**src/include/otntx_pkg.sv**
```systemverilog
// constants, types and register map of the transmit mode and clock select block
package otntx_pkg;
  localparam int unsigned DW = 32;
  localparam int unsigned AW = 8;
  // register byte addresses
  localparam logic [AW-1:0] ADDR_CTRL     = 8'h00;
  localparam logic [AW-1:0] ADDR_RATE     = 8'h04;
  localparam logic [AW-1:0] ADDR_PAYLOAD  = 8'h08;
  localparam logic [AW-1:0] ADDR_PORT2    = 8'h0C;
  localparam logic [AW-1:0] ADDR_TRACE    = 8'h10;
  localparam logic [AW-1:0] ADDR_USER_IDX = 8'h14;
  localparam logic [AW-1:0] ADDR_USER_DAT = 8'h18;
  localparam logic [AW-1:0] ADDR_OH       = 8'h1C;
  localparam logic [AW-1:0] ADDR_STATUS   = 8'h20;
  // control field positions
  localparam int unsigned C_MODE = 0;
  localparam int unsigned C_FEC = 2;
  localparam int unsigned C_TTI_FREE = 3;
  localparam int unsigned C_REF_P1 = 4;
  localparam int unsigned C_REF_P2 = 5;
  localparam int unsigned C_DIV64 = 6;
  localparam int unsigned C_SYNC = 7;
  localparam int unsigned C_SRC = 9;
  localparam int unsigned C_TWO_PORTS = 11;
  localparam int unsigned C_FOLLOW = 12;
  localparam int unsigned C_MUX = 13;
  localparam int unsigned C_SPARE = 14;
  localparam int unsigned CTRL_BITS = 15;
  localparam logic [DW-1:0] CTRL_RST = 32'h0000_0000;
  localparam logic [DW-1:0] OH_RST = 32'hF6F6_F628;
  // frame shape in words
  localparam int unsigned FRAME_WORDS = 64;
  localparam int unsigned OH_WORDS = 4;
  localparam int unsigned FEC_WORDS = 8;
  localparam int unsigned TTI_BYTES = 64;
  localparam int unsigned USER_WORDS = 64;
  // reference and sync divider half periods minus one, in transmit ticks
  localparam logic [4:0] HALF_DIV16 = 5'h07;
  localparam logic [4:0] HALF_DIV64 = 5'h1F;
  localparam logic [3:0] HALF_SYNC8 = 4'h3;
  localparam logic [3:0] HALF_SYNC16 = 4'h7;
  localparam logic [1:0] DEFAULT_LANES = 2'h0;

  typedef enum logic [1:0] {MODE_OFF, MODE_NORMAL, MODE_THROUGH, MODE_OH_REPLACE} otntx_mode_t;
  typedef enum logic [1:0] {SRC_INTERNAL, SRC_EXTERNAL, SRC_GPS, SRC_RECEIVED} otntx_src_t;
  typedef enum logic [1:0] {SYNC_OFF, SYNC_DIV8, SYNC_DIV16, SYNC_RSVD} otntx_sync_t;
  typedef enum logic [3:0] {
    RATE_OTU1, RATE_OTU2, RATE_OTU2_EXT, RATE_OTU1E, RATE_OTU2E, RATE_OTU1F,
    RATE_OTU2F, RATE_OTU3, RATE_OTU3E1, RATE_OTU3E2, RATE_OTU4
  } otntx_rate_t;
  typedef enum logic [3:0] {
    CL_PRBS, CL_NULL, CL_GBE, CL_10GBE, CL_40GBE, CL_100GBE, CL_ETH_VAR,
    CL_MPLS, CL_IPV4, CL_IPV6, CL_SDH, CL_TRANSPARENT_RANDOM_PAYLOAD, CL_TRANS_NULL
  } otntx_client_t;
  typedef enum logic [1:0] {PAT_PRBS, PAT_USER32, PAT_USER2048, PAT_RSVD} otntx_pat_t;
  // prbs order selector codes
  localparam logic [2:0] PRBS9 = 3'h0;
  localparam logic [2:0] PRBS11 = 3'h1;
  localparam logic [2:0] PRBS15 = 3'h2;
  localparam logic [2:0] PRBS20 = 3'h3;
  localparam logic [2:0] PRBS23 = 3'h4;
  localparam logic [2:0] PRBS31 = 3'h5;
  localparam logic [30:0] PRBS_SEED = 31'h7FFF_FFFF;
endpackage

```
**src/rtl/otntx_top.sv**
```systemverilog
// transmit mode, clock select and frame generation for one optical transport port
`timescale 1ns/1ns
module otntx_top (
  input  wire logic                        REF_CLK_I,
  input  wire logic                        SRST_I,
  input  wire logic [otntx_pkg::AW-1:0]    REG_ADDR_I,
  input  wire logic [otntx_pkg::DW-1:0]    REG_WDATA_I,
  input  wire logic                        REG_WR_I,
  input  wire logic                        REG_RD_I,
  output logic      [otntx_pkg::DW-1:0]    REG_RDATA_O,
  input  wire logic                        INT_TICK_I,
  input  wire logic                        EXT_TICK_I,
  input  wire logic                        GPS_TICK_I,
  input  wire logic                        RX_TICK_I,
  input  wire logic                        EXT_CLK_PRESENT_I,
  input  wire logic                        GPS_CLK_PRESENT_I,
  input  wire logic                        RX_CLK_PRESENT_I,
  input  wire logic [otntx_pkg::DW-1:0]    RX_DATA_I,
  input  wire logic                        RX_VALID_I,
  input  wire logic                        RX_SOF_I,
  input  wire logic                        RX_OH_I,
  output logic      [otntx_pkg::DW-1:0]    TX_DATA_O,
  output logic                             TX_VALID_O,
  output logic                             TX_SOF_O,
  output logic                             TX_OH_O,
  output logic                             REF_CLK_P1_O,
  output logic                             REF_CLK_P2_O,
  output logic                             SYNC_CLK_O,
  output logic      [7:0]                  LANE_MAP_O,
  output otntx_pkg::otntx_rate_t           RATE_O,
  output otntx_pkg::otntx_client_t         CLIENT_O
);
  import otntx_pkg::*;

  // register file
  logic [CTRL_BITS-1:0] ctrl_q, port2_q;
  logic [15:0]          rate_q;
  logic [5:0]           pay_q;
  logic [DW-1:0]        oh_q;
  logic [7:0]           tti_mem [TTI_BYTES];
  logic [DW-1:0]        user_mem [USER_WORDS];
  logic [5:0]           user_idx_q;
  logic [DW-1:0]        rdata_q;

  wire wr_ctrl  = REG_WR_I && (REG_ADDR_I == ADDR_CTRL);
  wire wr_rate  = REG_WR_I && (REG_ADDR_I == ADDR_RATE);
  wire wr_pay   = REG_WR_I && (REG_ADDR_I == ADDR_PAYLOAD);
  wire wr_port2 = REG_WR_I && (REG_ADDR_I == ADDR_PORT2);
  wire wr_trace = REG_WR_I && (REG_ADDR_I == ADDR_TRACE);
  wire wr_uidx  = REG_WR_I && (REG_ADDR_I == ADDR_USER_IDX);
  wire wr_udat  = REG_WR_I && (REG_ADDR_I == ADDR_USER_DAT);
  wire wr_oh    = REG_WR_I && (REG_ADDR_I == ADDR_OH);

  // port 1 wins when both enables are asked for, so both never drive together
  wire [CTRL_BITS-1:0] wctrl = REG_WDATA_I[CTRL_BITS-1:0];
  wire ref_p1_new = wctrl[C_REF_P1];
  wire ref_p2_new = wctrl[C_REF_P2] && !wctrl[C_REF_P1];
  wire [CTRL_BITS-1:0] ctrl_d = {wctrl[CTRL_BITS-1:C_REF_P2+1], ref_p2_new, ref_p1_new,
                                 wctrl[C_REF_P1-1:0]};

  always_ff @(posedge REF_CLK_I) begin
    if (SRST_I) begin
      ctrl_q     <= CTRL_RST[CTRL_BITS-1:0];
      port2_q    <= CTRL_RST[CTRL_BITS-1:0];
      rate_q     <= '0;
      pay_q      <= '0;
      oh_q       <= OH_RST;
      user_idx_q <= '0;
    end else begin
      if (wr_ctrl) begin
        ctrl_q <= ctrl_d;
      end
      if (wr_port2) begin
        port2_q <= REG_WDATA_I[CTRL_BITS-1:0];
      end
      if (wr_rate) begin
        rate_q <= REG_WDATA_I[15:0];
      end
      if (wr_pay) begin
        pay_q <= REG_WDATA_I[5:0];
      end
      if (wr_oh) begin
        oh_q <= REG_WDATA_I;
      end
      if (wr_uidx) begin
        user_idx_q <= REG_WDATA_I[5:0];
      end else if (wr_udat) begin
        user_idx_q <= user_idx_q + 6'h01;
      end
    end
  end

  // storage arrays carry no reset; software loads them before use
  always_ff @(posedge REF_CLK_I) begin
    if (wr_trace) begin
      tti_mem[REG_WDATA_I[13:8]] <= REG_WDATA_I[7:0];
    end
    if (wr_udat) begin
      user_mem[user_idx_q] <= REG_WDATA_I;
    end
  end

  // decoded settings
  wire otntx_mode_t sel_mode = otntx_mode_t'(ctrl_q[C_MODE +: 2]);
  wire              thru_sel = (sel_mode == MODE_THROUGH) || (sel_mode == MODE_OH_REPLACE);
  wire otntx_src_t  sel_src  = thru_sel ? SRC_RECEIVED : otntx_src_t'(ctrl_q[C_SRC +: 2]);
  wire otntx_rate_t rate     = otntx_rate_t'(rate_q[3:0]);
  wire [3:0]        cl_raw   = rate_q[7:4];
  wire              cl_block = ctrl_q[C_TWO_PORTS] &&
                               (cl_raw == CL_ETH_VAR || cl_raw == CL_MPLS ||
                                cl_raw == CL_IPV4 || cl_raw == CL_IPV6);
  wire otntx_client_t client = cl_block ? CL_PRBS : otntx_client_t'(cl_raw);
  wire              multi_lane = (rate == RATE_OTU3) || (rate == RATE_OTU3E1) ||
                                 (rate == RATE_OTU3E2) || (rate == RATE_OTU4);
  // port 2 effective settings, copied live from port 1 when following
  wire [CTRL_BITS-1:0] port2_eff = port2_q[C_FOLLOW] ? ctrl_q : port2_q;

  // the source, mode and ratios switch at frame start, or at once while the mode is off, so nothing is cut short
  otntx_src_t  src_q;
  otntx_mode_t mode_q;
  logic        div64_q;
  logic [1:0]  sync_q;
  logic [5:0]  wcnt_q;
  logic [5:0]  mfas_q;

  // transmit tick from the selected source
  logic tx_tick;
  always_comb begin
    unique case (src_q)
      SRC_INTERNAL: tx_tick = INT_TICK_I;
      SRC_EXTERNAL: tx_tick = EXT_TICK_I;
      SRC_GPS:      tx_tick = GPS_TICK_I;
      SRC_RECEIVED: tx_tick = RX_TICK_I;
    endcase
  end
  wire         frame_end = (wcnt_q == 6'(FRAME_WORDS - 1));
  wire         idle_sw   = (mode_q == MODE_OFF) || (tx_tick && frame_end);

  always_ff @(posedge REF_CLK_I) begin
    if (SRST_I) begin
      src_q   <= SRC_INTERNAL;
      mode_q  <= MODE_OFF;
      div64_q <= 1'b0;
      sync_q  <= SYNC_OFF;
    end else if (idle_sw) begin
      src_q   <= sel_src;
      mode_q  <= sel_mode;
      div64_q <= ctrl_q[C_DIV64];
      sync_q  <= ctrl_q[C_SYNC +: 2];
    end
  end

  // frame word counter, multiframe counter drives the trace byte index
  always_ff @(posedge REF_CLK_I) begin
    if (SRST_I || mode_q == MODE_OFF) begin
      wcnt_q <= '0;
      mfas_q <= '0;
    end else if (tx_tick) begin
      wcnt_q <= frame_end ? 6'h00 : wcnt_q + 6'h01;
      if (frame_end) mfas_q <= mfas_q + 6'h01;
    end
  end

  // prbs generator, 32 bits per tick
  function automatic logic [62:0] prbs_step(input logic [30:0] s, input logic [2:0] ord);
    logic [30:0] st;
    logic [31:0] out;
    logic        fb;
    st  = s;
    out = '0;
    for (int i = 0; i < DW; i++) begin
      unique case (ord)
        PRBS9:   fb = st[8] ^ st[4];
        PRBS11:  fb = st[10] ^ st[8];
        PRBS15:  fb = st[14] ^ st[13];
        PRBS20:  fb = st[19] ^ st[2];
        PRBS23:  fb = st[22] ^ st[17];
        default: fb = st[30] ^ st[27];
      endcase
      out = {out[30:0], fb};
      st  = {st[29:0], fb};
    end
    return {st, out};
  endfunction

  logic [30:0] prbs_q, dummy_q;
  wire  [62:0] prbs_nx  = prbs_step(prbs_q, pay_q[2:0]);
  wire  [62:0] dummy_nx = prbs_step(dummy_q, PRBS31);
  wire         pay_word = (wcnt_q >= 6'(OH_WORDS));
  wire         fec_word = ctrl_q[C_FEC] && (wcnt_q >= 6'(FRAME_WORDS - FEC_WORDS));
  wire         gen_adv  = tx_tick && pay_word && !fec_word;

  always_ff @(posedge REF_CLK_I) begin
    if (SRST_I) begin
      prbs_q  <= PRBS_SEED;
      dummy_q <= PRBS_SEED;
    end else if (gen_adv) begin
      prbs_q  <= prbs_nx[62:32];
      dummy_q <= dummy_nx[62:32];
    end
  end

  // user pattern walks 64 words, or holds word 0 for the short pattern
  logic [5:0] upos_q;
  wire otntx_pat_t pat = otntx_pat_t'(pay_q[5:4]);
  always_ff @(posedge REF_CLK_I) begin
    if (SRST_I) begin
      upos_q <= '0;
    end else if (gen_adv && pat == PAT_USER2048) begin
      upos_q <= upos_q + 6'h01;
    end
  end

  // payload selection
  wire [DW-1:0] prbs_word = pay_q[3] ? ~prbs_nx[31:0] : prbs_nx[31:0];
  wire [DW-1:0] user_word = (pat == PAT_USER2048) ? user_mem[upos_q] : user_mem[0];
  wire          null_cl   = (client == CL_NULL) || (client == CL_TRANS_NULL);
  wire [DW-1:0] main_word = null_cl ? '0 : (pat == PAT_PRBS) ? prbs_word : user_word;
  // spare tributaries sit in odd payload words when multiplexing
  wire          spare_pos = ctrl_q[C_MUX] && wcnt_q[0];
  wire [DW-1:0] spare_wrd = ctrl_q[C_SPARE] ? dummy_nx[31:0] : main_word;
  wire [DW-1:0] load_word = spare_pos ? spare_wrd : main_word;

  // trace byte: structured format pins the start markers of each half to zero
  wire [5:0] tti_idx   = mfas_q;
  wire       tti_fixed = !ctrl_q[C_TTI_FREE] && (tti_idx[4:0] == 5'h00);
  wire [7:0] tti_byte  = tti_fixed ? 8'h00 : tti_mem[tti_idx];
  wire [DW-1:0] gen_oh = (wcnt_q == 6'h00) ? oh_q : {oh_q[31:8], tti_byte};

  // parity area: running xor of the frame stands in for the code word check bytes
  logic [DW-1:0] par_q;
  always_ff @(posedge REF_CLK_I) begin
    if (SRST_I || (tx_tick && frame_end)) begin
      par_q <= '0;
    end else if (tx_tick && !fec_word) begin
      par_q <= par_q ^ (pay_word ? load_word : gen_oh);
    end
  end

  // output word per mode
  logic [DW-1:0] tx_d;
  logic          tx_v, tx_s, tx_o;
  always_comb begin
    tx_d = '0;
    tx_v = 1'b0;
    tx_s = 1'b0;
    tx_o = 1'b0;
    unique case (mode_q)
      MODE_OFF: begin
        tx_v = 1'b0;
      end
      MODE_NORMAL: begin
        tx_v = tx_tick;
        // markers only stand beside a real word, never between ticks
        tx_s = tx_tick && (wcnt_q == 6'h00);
        tx_o = tx_tick && !pay_word;
        tx_d = fec_word ? par_q : pay_word ? load_word : gen_oh;
      end
      MODE_THROUGH: begin
        tx_v = RX_VALID_I;
        tx_s = RX_SOF_I;
        tx_o = RX_OH_I;
        tx_d = RX_DATA_I;
      end
      MODE_OH_REPLACE: begin
        tx_v = RX_VALID_I;
        tx_s = RX_SOF_I;
        tx_o = RX_OH_I;
        tx_d = RX_OH_I ? (RX_SOF_I ? oh_q : {oh_q[31:8], tti_byte}) : RX_DATA_I;
      end
    endcase
  end

  always_ff @(posedge REF_CLK_I) begin
    if (SRST_I) begin
      TX_DATA_O  <= '0;
      TX_VALID_O <= 1'b0;
      TX_SOF_O   <= 1'b0;
      TX_OH_O    <= 1'b0;
    end else begin
      TX_DATA_O  <= tx_d;
      TX_VALID_O <= tx_v;
      TX_SOF_O   <= tx_s;
      TX_OH_O    <= tx_o;
    end
  end

  // reference divider: toggles on the transmit tick; ratio changes at frame start, or at once while the mode is off
  logic [4:0] rdiv_q;
  logic       rclk_q;
  wire  [4:0] rhalf = div64_q ? HALF_DIV64 : HALF_DIV16;
  always_ff @(posedge REF_CLK_I) begin
    if (SRST_I) begin
      rdiv_q <= '0;
      rclk_q <= 1'b0;
    end else if (tx_tick) begin
      if (rdiv_q >= rhalf) begin
        rdiv_q <= '0;
        rclk_q <= !rclk_q;
      end else begin
        rdiv_q <= rdiv_q + 5'h01;
      end
    end
  end
  wire ref_kill = (rate == RATE_OTU1) && div64_q;

  // sync divider from the data clock
  logic [3:0] sdiv_q;
  logic       sclk_q;
  wire  [3:0] shalf = (sync_q == SYNC_DIV16) ? HALF_SYNC16 : HALF_SYNC8;
  always_ff @(posedge REF_CLK_I) begin
    if (SRST_I || sync_q == SYNC_OFF || sync_q == SYNC_RSVD) begin
      sdiv_q <= '0;
      sclk_q <= 1'b0;
    end else if (tx_tick) begin
      if (sdiv_q >= shalf) begin
        sdiv_q <= '0;
        sclk_q <= !sclk_q;
      end else begin
        sdiv_q <= sdiv_q + 4'h1;
      end
    end
  end

  always_ff @(posedge REF_CLK_I) begin
    if (SRST_I) begin
      REF_CLK_P1_O <= 1'b0;
      REF_CLK_P2_O <= 1'b0;
      SYNC_CLK_O   <= 1'b0;
    end else begin
      REF_CLK_P1_O <= rclk_q && ctrl_q[C_REF_P1] && !ref_kill;
      REF_CLK_P2_O <= rclk_q && ctrl_q[C_REF_P2] && !ref_kill;
      SYNC_CLK_O   <= sclk_q;
    end
  end

  // lane map only meaningful on the multi-lane levels
  always_ff @(posedge REF_CLK_I) begin
    if (SRST_I) begin
      LANE_MAP_O <= '0;
      RATE_O     <= RATE_OTU1;
      CLIENT_O   <= CL_PRBS;
    end else begin
      LANE_MAP_O <= multi_lane ? rate_q[15:8] : {4{DEFAULT_LANES}};
      RATE_O     <= rate;
      CLIENT_O   <= client;
    end
  end

  // read port, data in the cycle after the strobe
  wire [2:0] present = {RX_CLK_PRESENT_I, GPS_CLK_PRESENT_I, EXT_CLK_PRESENT_I};
  logic [DW-1:0] rd_mux;
  always_comb begin
    unique case (REG_ADDR_I)
      ADDR_CTRL:     rd_mux = DW'(ctrl_q);
      ADDR_RATE:     rd_mux = {16'h0000, rate_q[15:8], client, rate};
      ADDR_PAYLOAD:  rd_mux = DW'(pay_q);
      ADDR_PORT2:    rd_mux = DW'(port2_eff);
      ADDR_USER_IDX: rd_mux = DW'(user_idx_q);
      ADDR_OH:       rd_mux = oh_q;
      ADDR_STATUS:   rd_mux = {16'h0000, mfas_q, src_q, mode_q, 1'b0, present, 2'b00};
      default:       rd_mux = '0;
    endcase
  end

  always_ff @(posedge REF_CLK_I) begin
    if (SRST_I) begin
      rdata_q <= '0;
    end else if (REG_RD_I) begin
      rdata_q <= rd_mux;
    end else begin
      rdata_q <= '0;
    end
  end
  assign REG_RDATA_O = rdata_q;

endmodule // otntx_top

```
**config.mk**
```make
export PLATFORM = sky130hd
export DESIGN_NAME = otntx_top
export DESIGN_NICKNAME = d
export VERILOG_FILES = /design/src/include/otntx_pkg.sv /design/src/rtl/otntx_top.sv
export SDC_FILE = /design/constraint.sdc
export NUM_CORES = 2
export LEC_CHECK = 0
export BUFFER_PORTS_ARGS = -buffer_cell sky130_fd_sc_hd__buf_2
export CAP_MARGIN = 10
export CORE_MARGIN = 2
export CORE_UTILIZATION = 50
export DETAILED_ROUTE_END_ITERATION = 16
export GPL_TIMING_DRIVEN = 1
export HOLD_SLACK_MARGIN = 0.12
export PLACE_DENSITY = 0.68
export SYNTH_ARGS = -nofsm -noshare
export SYNTH_HDL_FRONTEND = slang
export SYNTH_SLANG_ARGS = --single-unit
```
**constraint.sdc**
```tcl
create_clock -name REF_CLK_I -period 5.28 [get_ports REF_CLK_I]
set_clock_uncertainty 0.05 [all_clocks]
set_input_delay 1.056 -clock REF_CLK_I [delete_from_list [all_inputs] [get_ports REF_CLK_I]]
set_output_delay 1.056 -clock REF_CLK_I [all_outputs]
set_load 0.005 [all_outputs]
```
==> run metrics <==
share of flip-flops with an asynchronous set or reset=0; Final period util=1.04; Area growth syn-to-layout=17.3%; RSZ-0062 raised after global routing=true; area of the multi-input gates=0.0329 sq mm; I/O Buffers=171; iteration-0 DRC count of the detailed router=8743; combinational power share=0.014; synthesized net count=6392; first-pass GRT wire length=484000 microns; final wirelength=343000 microns; GPL Wtd Cong=0.959; GRT Residual Overflow=0; fillcell total=16600; Max Slew Vio Count=0; # H-tree levels=5; Post-synth EDFFs=2560; die area=~0.24 sq mm; Synth area leaders=edfxtp_1 (66%), mux4_2 (16%), dfxtp_1 (5.5%); clock root cell=clkbuf_16; CTS sink cnt=about 2900; Yosys warnings=0; Total GRT Usage=0.288; Seq/Total Area, Yosys=0.716; initial antenna violation count=29; failing checks=setup timing; Yosys cell types=101; number of global-route vias before repair=64500; CP Launch Type=flop; commonest non-fill, non-tap cell in the layout=edfxtp_1; launch point of the worst hold path=port2_q[7]$_SDFFE_PP0P_; CTS tree=done; # rows=176; LEAKAGE=43.2 nW; initial core utilization=0.504; Design Power=46.1 mW; most frequent cells in the layout=edfxtp_1 (2560), mux4_2 (831), buf_4 (565); Setup WS post-layout=-0.229 ns; die height=486 microns; critical path type=flop to flop; post-DR wirelength/cell=33.4 microns; fmax=182 MHz; headroom to the max-slew limit=0.157; Die X=486 microns; Num CTS Buffers=307; layout cells sized above 1=0.323; CP required=6.03 ns; final setup fails=8; max cap viols=0; share of the synthesized area in the top cell type=0.662; minimum clock period=5.51 ns; RR Startpoint=pay_q[0]$_SDFFE_PP0P_; Synth Cell Area=between 0.1 and 0.15 sq mm; antenna viol nets, final=0; area leader, netlist=edfxtp_1; Sequential Power Share=0.537; clock latency on the worst-skew pair=~0.96 ns; Via-to-Cell Ratio=6.43; Worst-Margin Slew=1.26 ns; CTS Hold Bufs=0; clk buf depth=4; Core ar.=~0.23 sq mm; VDD IR max=0.322 mV; I/O pins=172; sequential cell area=0.0833 sq mm; switching power=about 9.1 mW; crit end category=flop; Remaining DRCs=0; clock-pin slew on the worst setup and hold paths=0.06 ns; critical path startpoint=pay_q[0]$_SDFFE_PP0P_; largest net degree at the start of global routing=95; Worst Path Arrival=6.26 ns; clock share of power=0.449; total number of vias=66000; Final Hold Fails=0; Internal=about 37 mW; Post-synth top flop=edfxtp_1; cell count after synthesis=6295; drt pass-1 iters=8; hold crit path type=flop to flop; PwrDens=338 mW/mm^2; Max FO, Critical Path=6; #FFs+latches synth=2878; switch share=0.197; worst hold slack=0.406 ns; Post-layout nets=7115; average cell area after synthesis=between 15 and 20 sq um; Final HPWL DP=~220000 microns; run status=finished, violations left
[worst paths after layout]
check / end / slack (ns) / cells after the start
max: TX_DATA_O[1]$_SDFF_PP0_ / -0.23 / 21
min: port2_q[7]$_SDFFE_PP0P_ / 0.41 / 2
max reg2reg: TX_DATA_O[1]$_SDFF_PP0_ / -0.23 / 21
min reg2reg: port2_q[7]$_SDFFE_PP0P_ / 0.41 / 2
[cell type report]
class / count / area share
Tap cell: 3026 / 0.0278
Sequential cell: 2878 / 0.611
Antenna cell: 5 / 0.0000918
Clock buffer: 380 / 0.0600
Clock inverter: 152 / 0.0101
Multi-Input combinational cell: 2991 / 0.241
Inverter: 21 / 0.000578
Timing Repair Buffer: 819 / 0.0494
[sequential cells by signal (all words and copies together), names as in the netlist, 8 cells and up, named ones only]
| signal | count |
|---|---|
| LANE_MAP_O | 8 |
| par_q | 32 |
| user_mem | 2048 |
| dummy_q | 31 |
| port2_q | 15 |
| rate_q | 16 |
| tti_mem | 512 |
| ctrl_q | 15 |
| oh_q | 32 |
| TX_DATA_O | 32 |
| REG_RDATA_O | 32 |
| prbs_q | 31 |
[synth_stat cells (5+ instances only)]
master and number:
o21ai_1 6, a31oi_1 17, nand3b_1 17, ha_1 11
and2_1 39, a211o_1 9, mux4_2 831, clkbuf_1 285
nand4_1 23, nor3b_1 6, nor2_1 324, nor3_1 35
a21o_1 9, and4_1 5, o211a_1 8, xnor2_1 148
inv_1 16, buf_1 92, or3_1 31, o22ai_1 21
nor2b_1 18, a22oi_1 44, a21oi_1 200, nand2b_1 11
and3_1 21, o21a_1 7, nor4_1 16, mux2i_1 64
or2_2 6, dfxtp_1 318, o21ai_0 141, o211ai_1 82
nand2_1 498, edfxtp_1 2560, buf_2 25, or4_1 10
xor2_1 71, a32oi_1 6, a221oi_1 13, nand3_1 79
o31ai_1 14, a211oi_1 32, mux2_2 15
[cell families after synthesis]
kind of cell,after synthesis,synth area share
flops,2878,0.716
xor+xnor,220,0.0167
fa+ha+maj,11,0.00118
compound gates,685,0.0387
mux,911,0.168
buf+inv,426,0.0142
simple gates,1164,0.0447
[metrics by stage]
stage,worst slack [ns],std cells,utilization,setup TNS [ns],cell area [sq um]
6_report,-0.229,10300,0.591,-1.03,136000
3_3_place_gp,-0.805,9697,0.543,-11.21,125000
3_5_place_dp,-0.859,9697,0.543,-12.69,125000
5_1_grt,-0.368,10300,0.591,-3.12,136000
2_1_floorplan,0.0707,6295,-,0,116000
4_1_cts,-0.180,10300,0.588,-0.677,136000
[worst max-delay path, stage by stage (launching register included)]
cell      delay, ns
dfxtp_4        0.41
mux2i_4        0.32
xor2_4         0.16
buf_6          0.15
a32o_2         0.30
or3_4          0.37
buf_12         0.14
xnor2_1        0.15
a2111o_1       0.47
and2_1         0.19
buf_4          0.17
a211oi_4       0.22
xor2_1         0.11
o211ai_1       0.27
nand4b_1       0.23
a21oi_4        0.19
xnor2_1        0.11
a221oi_2       0.30
buf_4          0.18
mux2_4         0.30
or4_1          0.47
a31oi_1        0.17
[metal layers]
metal,track usage,vias to the layer above,part of all wire
met3,0.0489,678,0.090
met4,0.0976,12,0.038
met1,0.405,34800,0.39
met2,0.461,3656,0.48
li1,-,26900,-
met5,0,-,0.00022
[power by group through the flow]
stage	sequential, mW	combinational (mW)	clock, mW
floorplan	25.3	0.119	0
global placement	25.3	0.563	0
detailed placement	25.3	0.592	0
CTS	24.8	0.597	20.9
global route	24.8	0.664	21.8
finish	24.8	0.624	20.7
[what timing repair did]
action	in CTS	in global routing
hold endpoints to repair	0	0
setup buffers	27	16
setup endpoints to repair	37	34
gates resized for setup	122	113
pin swaps	53	50
No activity file was read; power rests on OpenSTA's default activity.
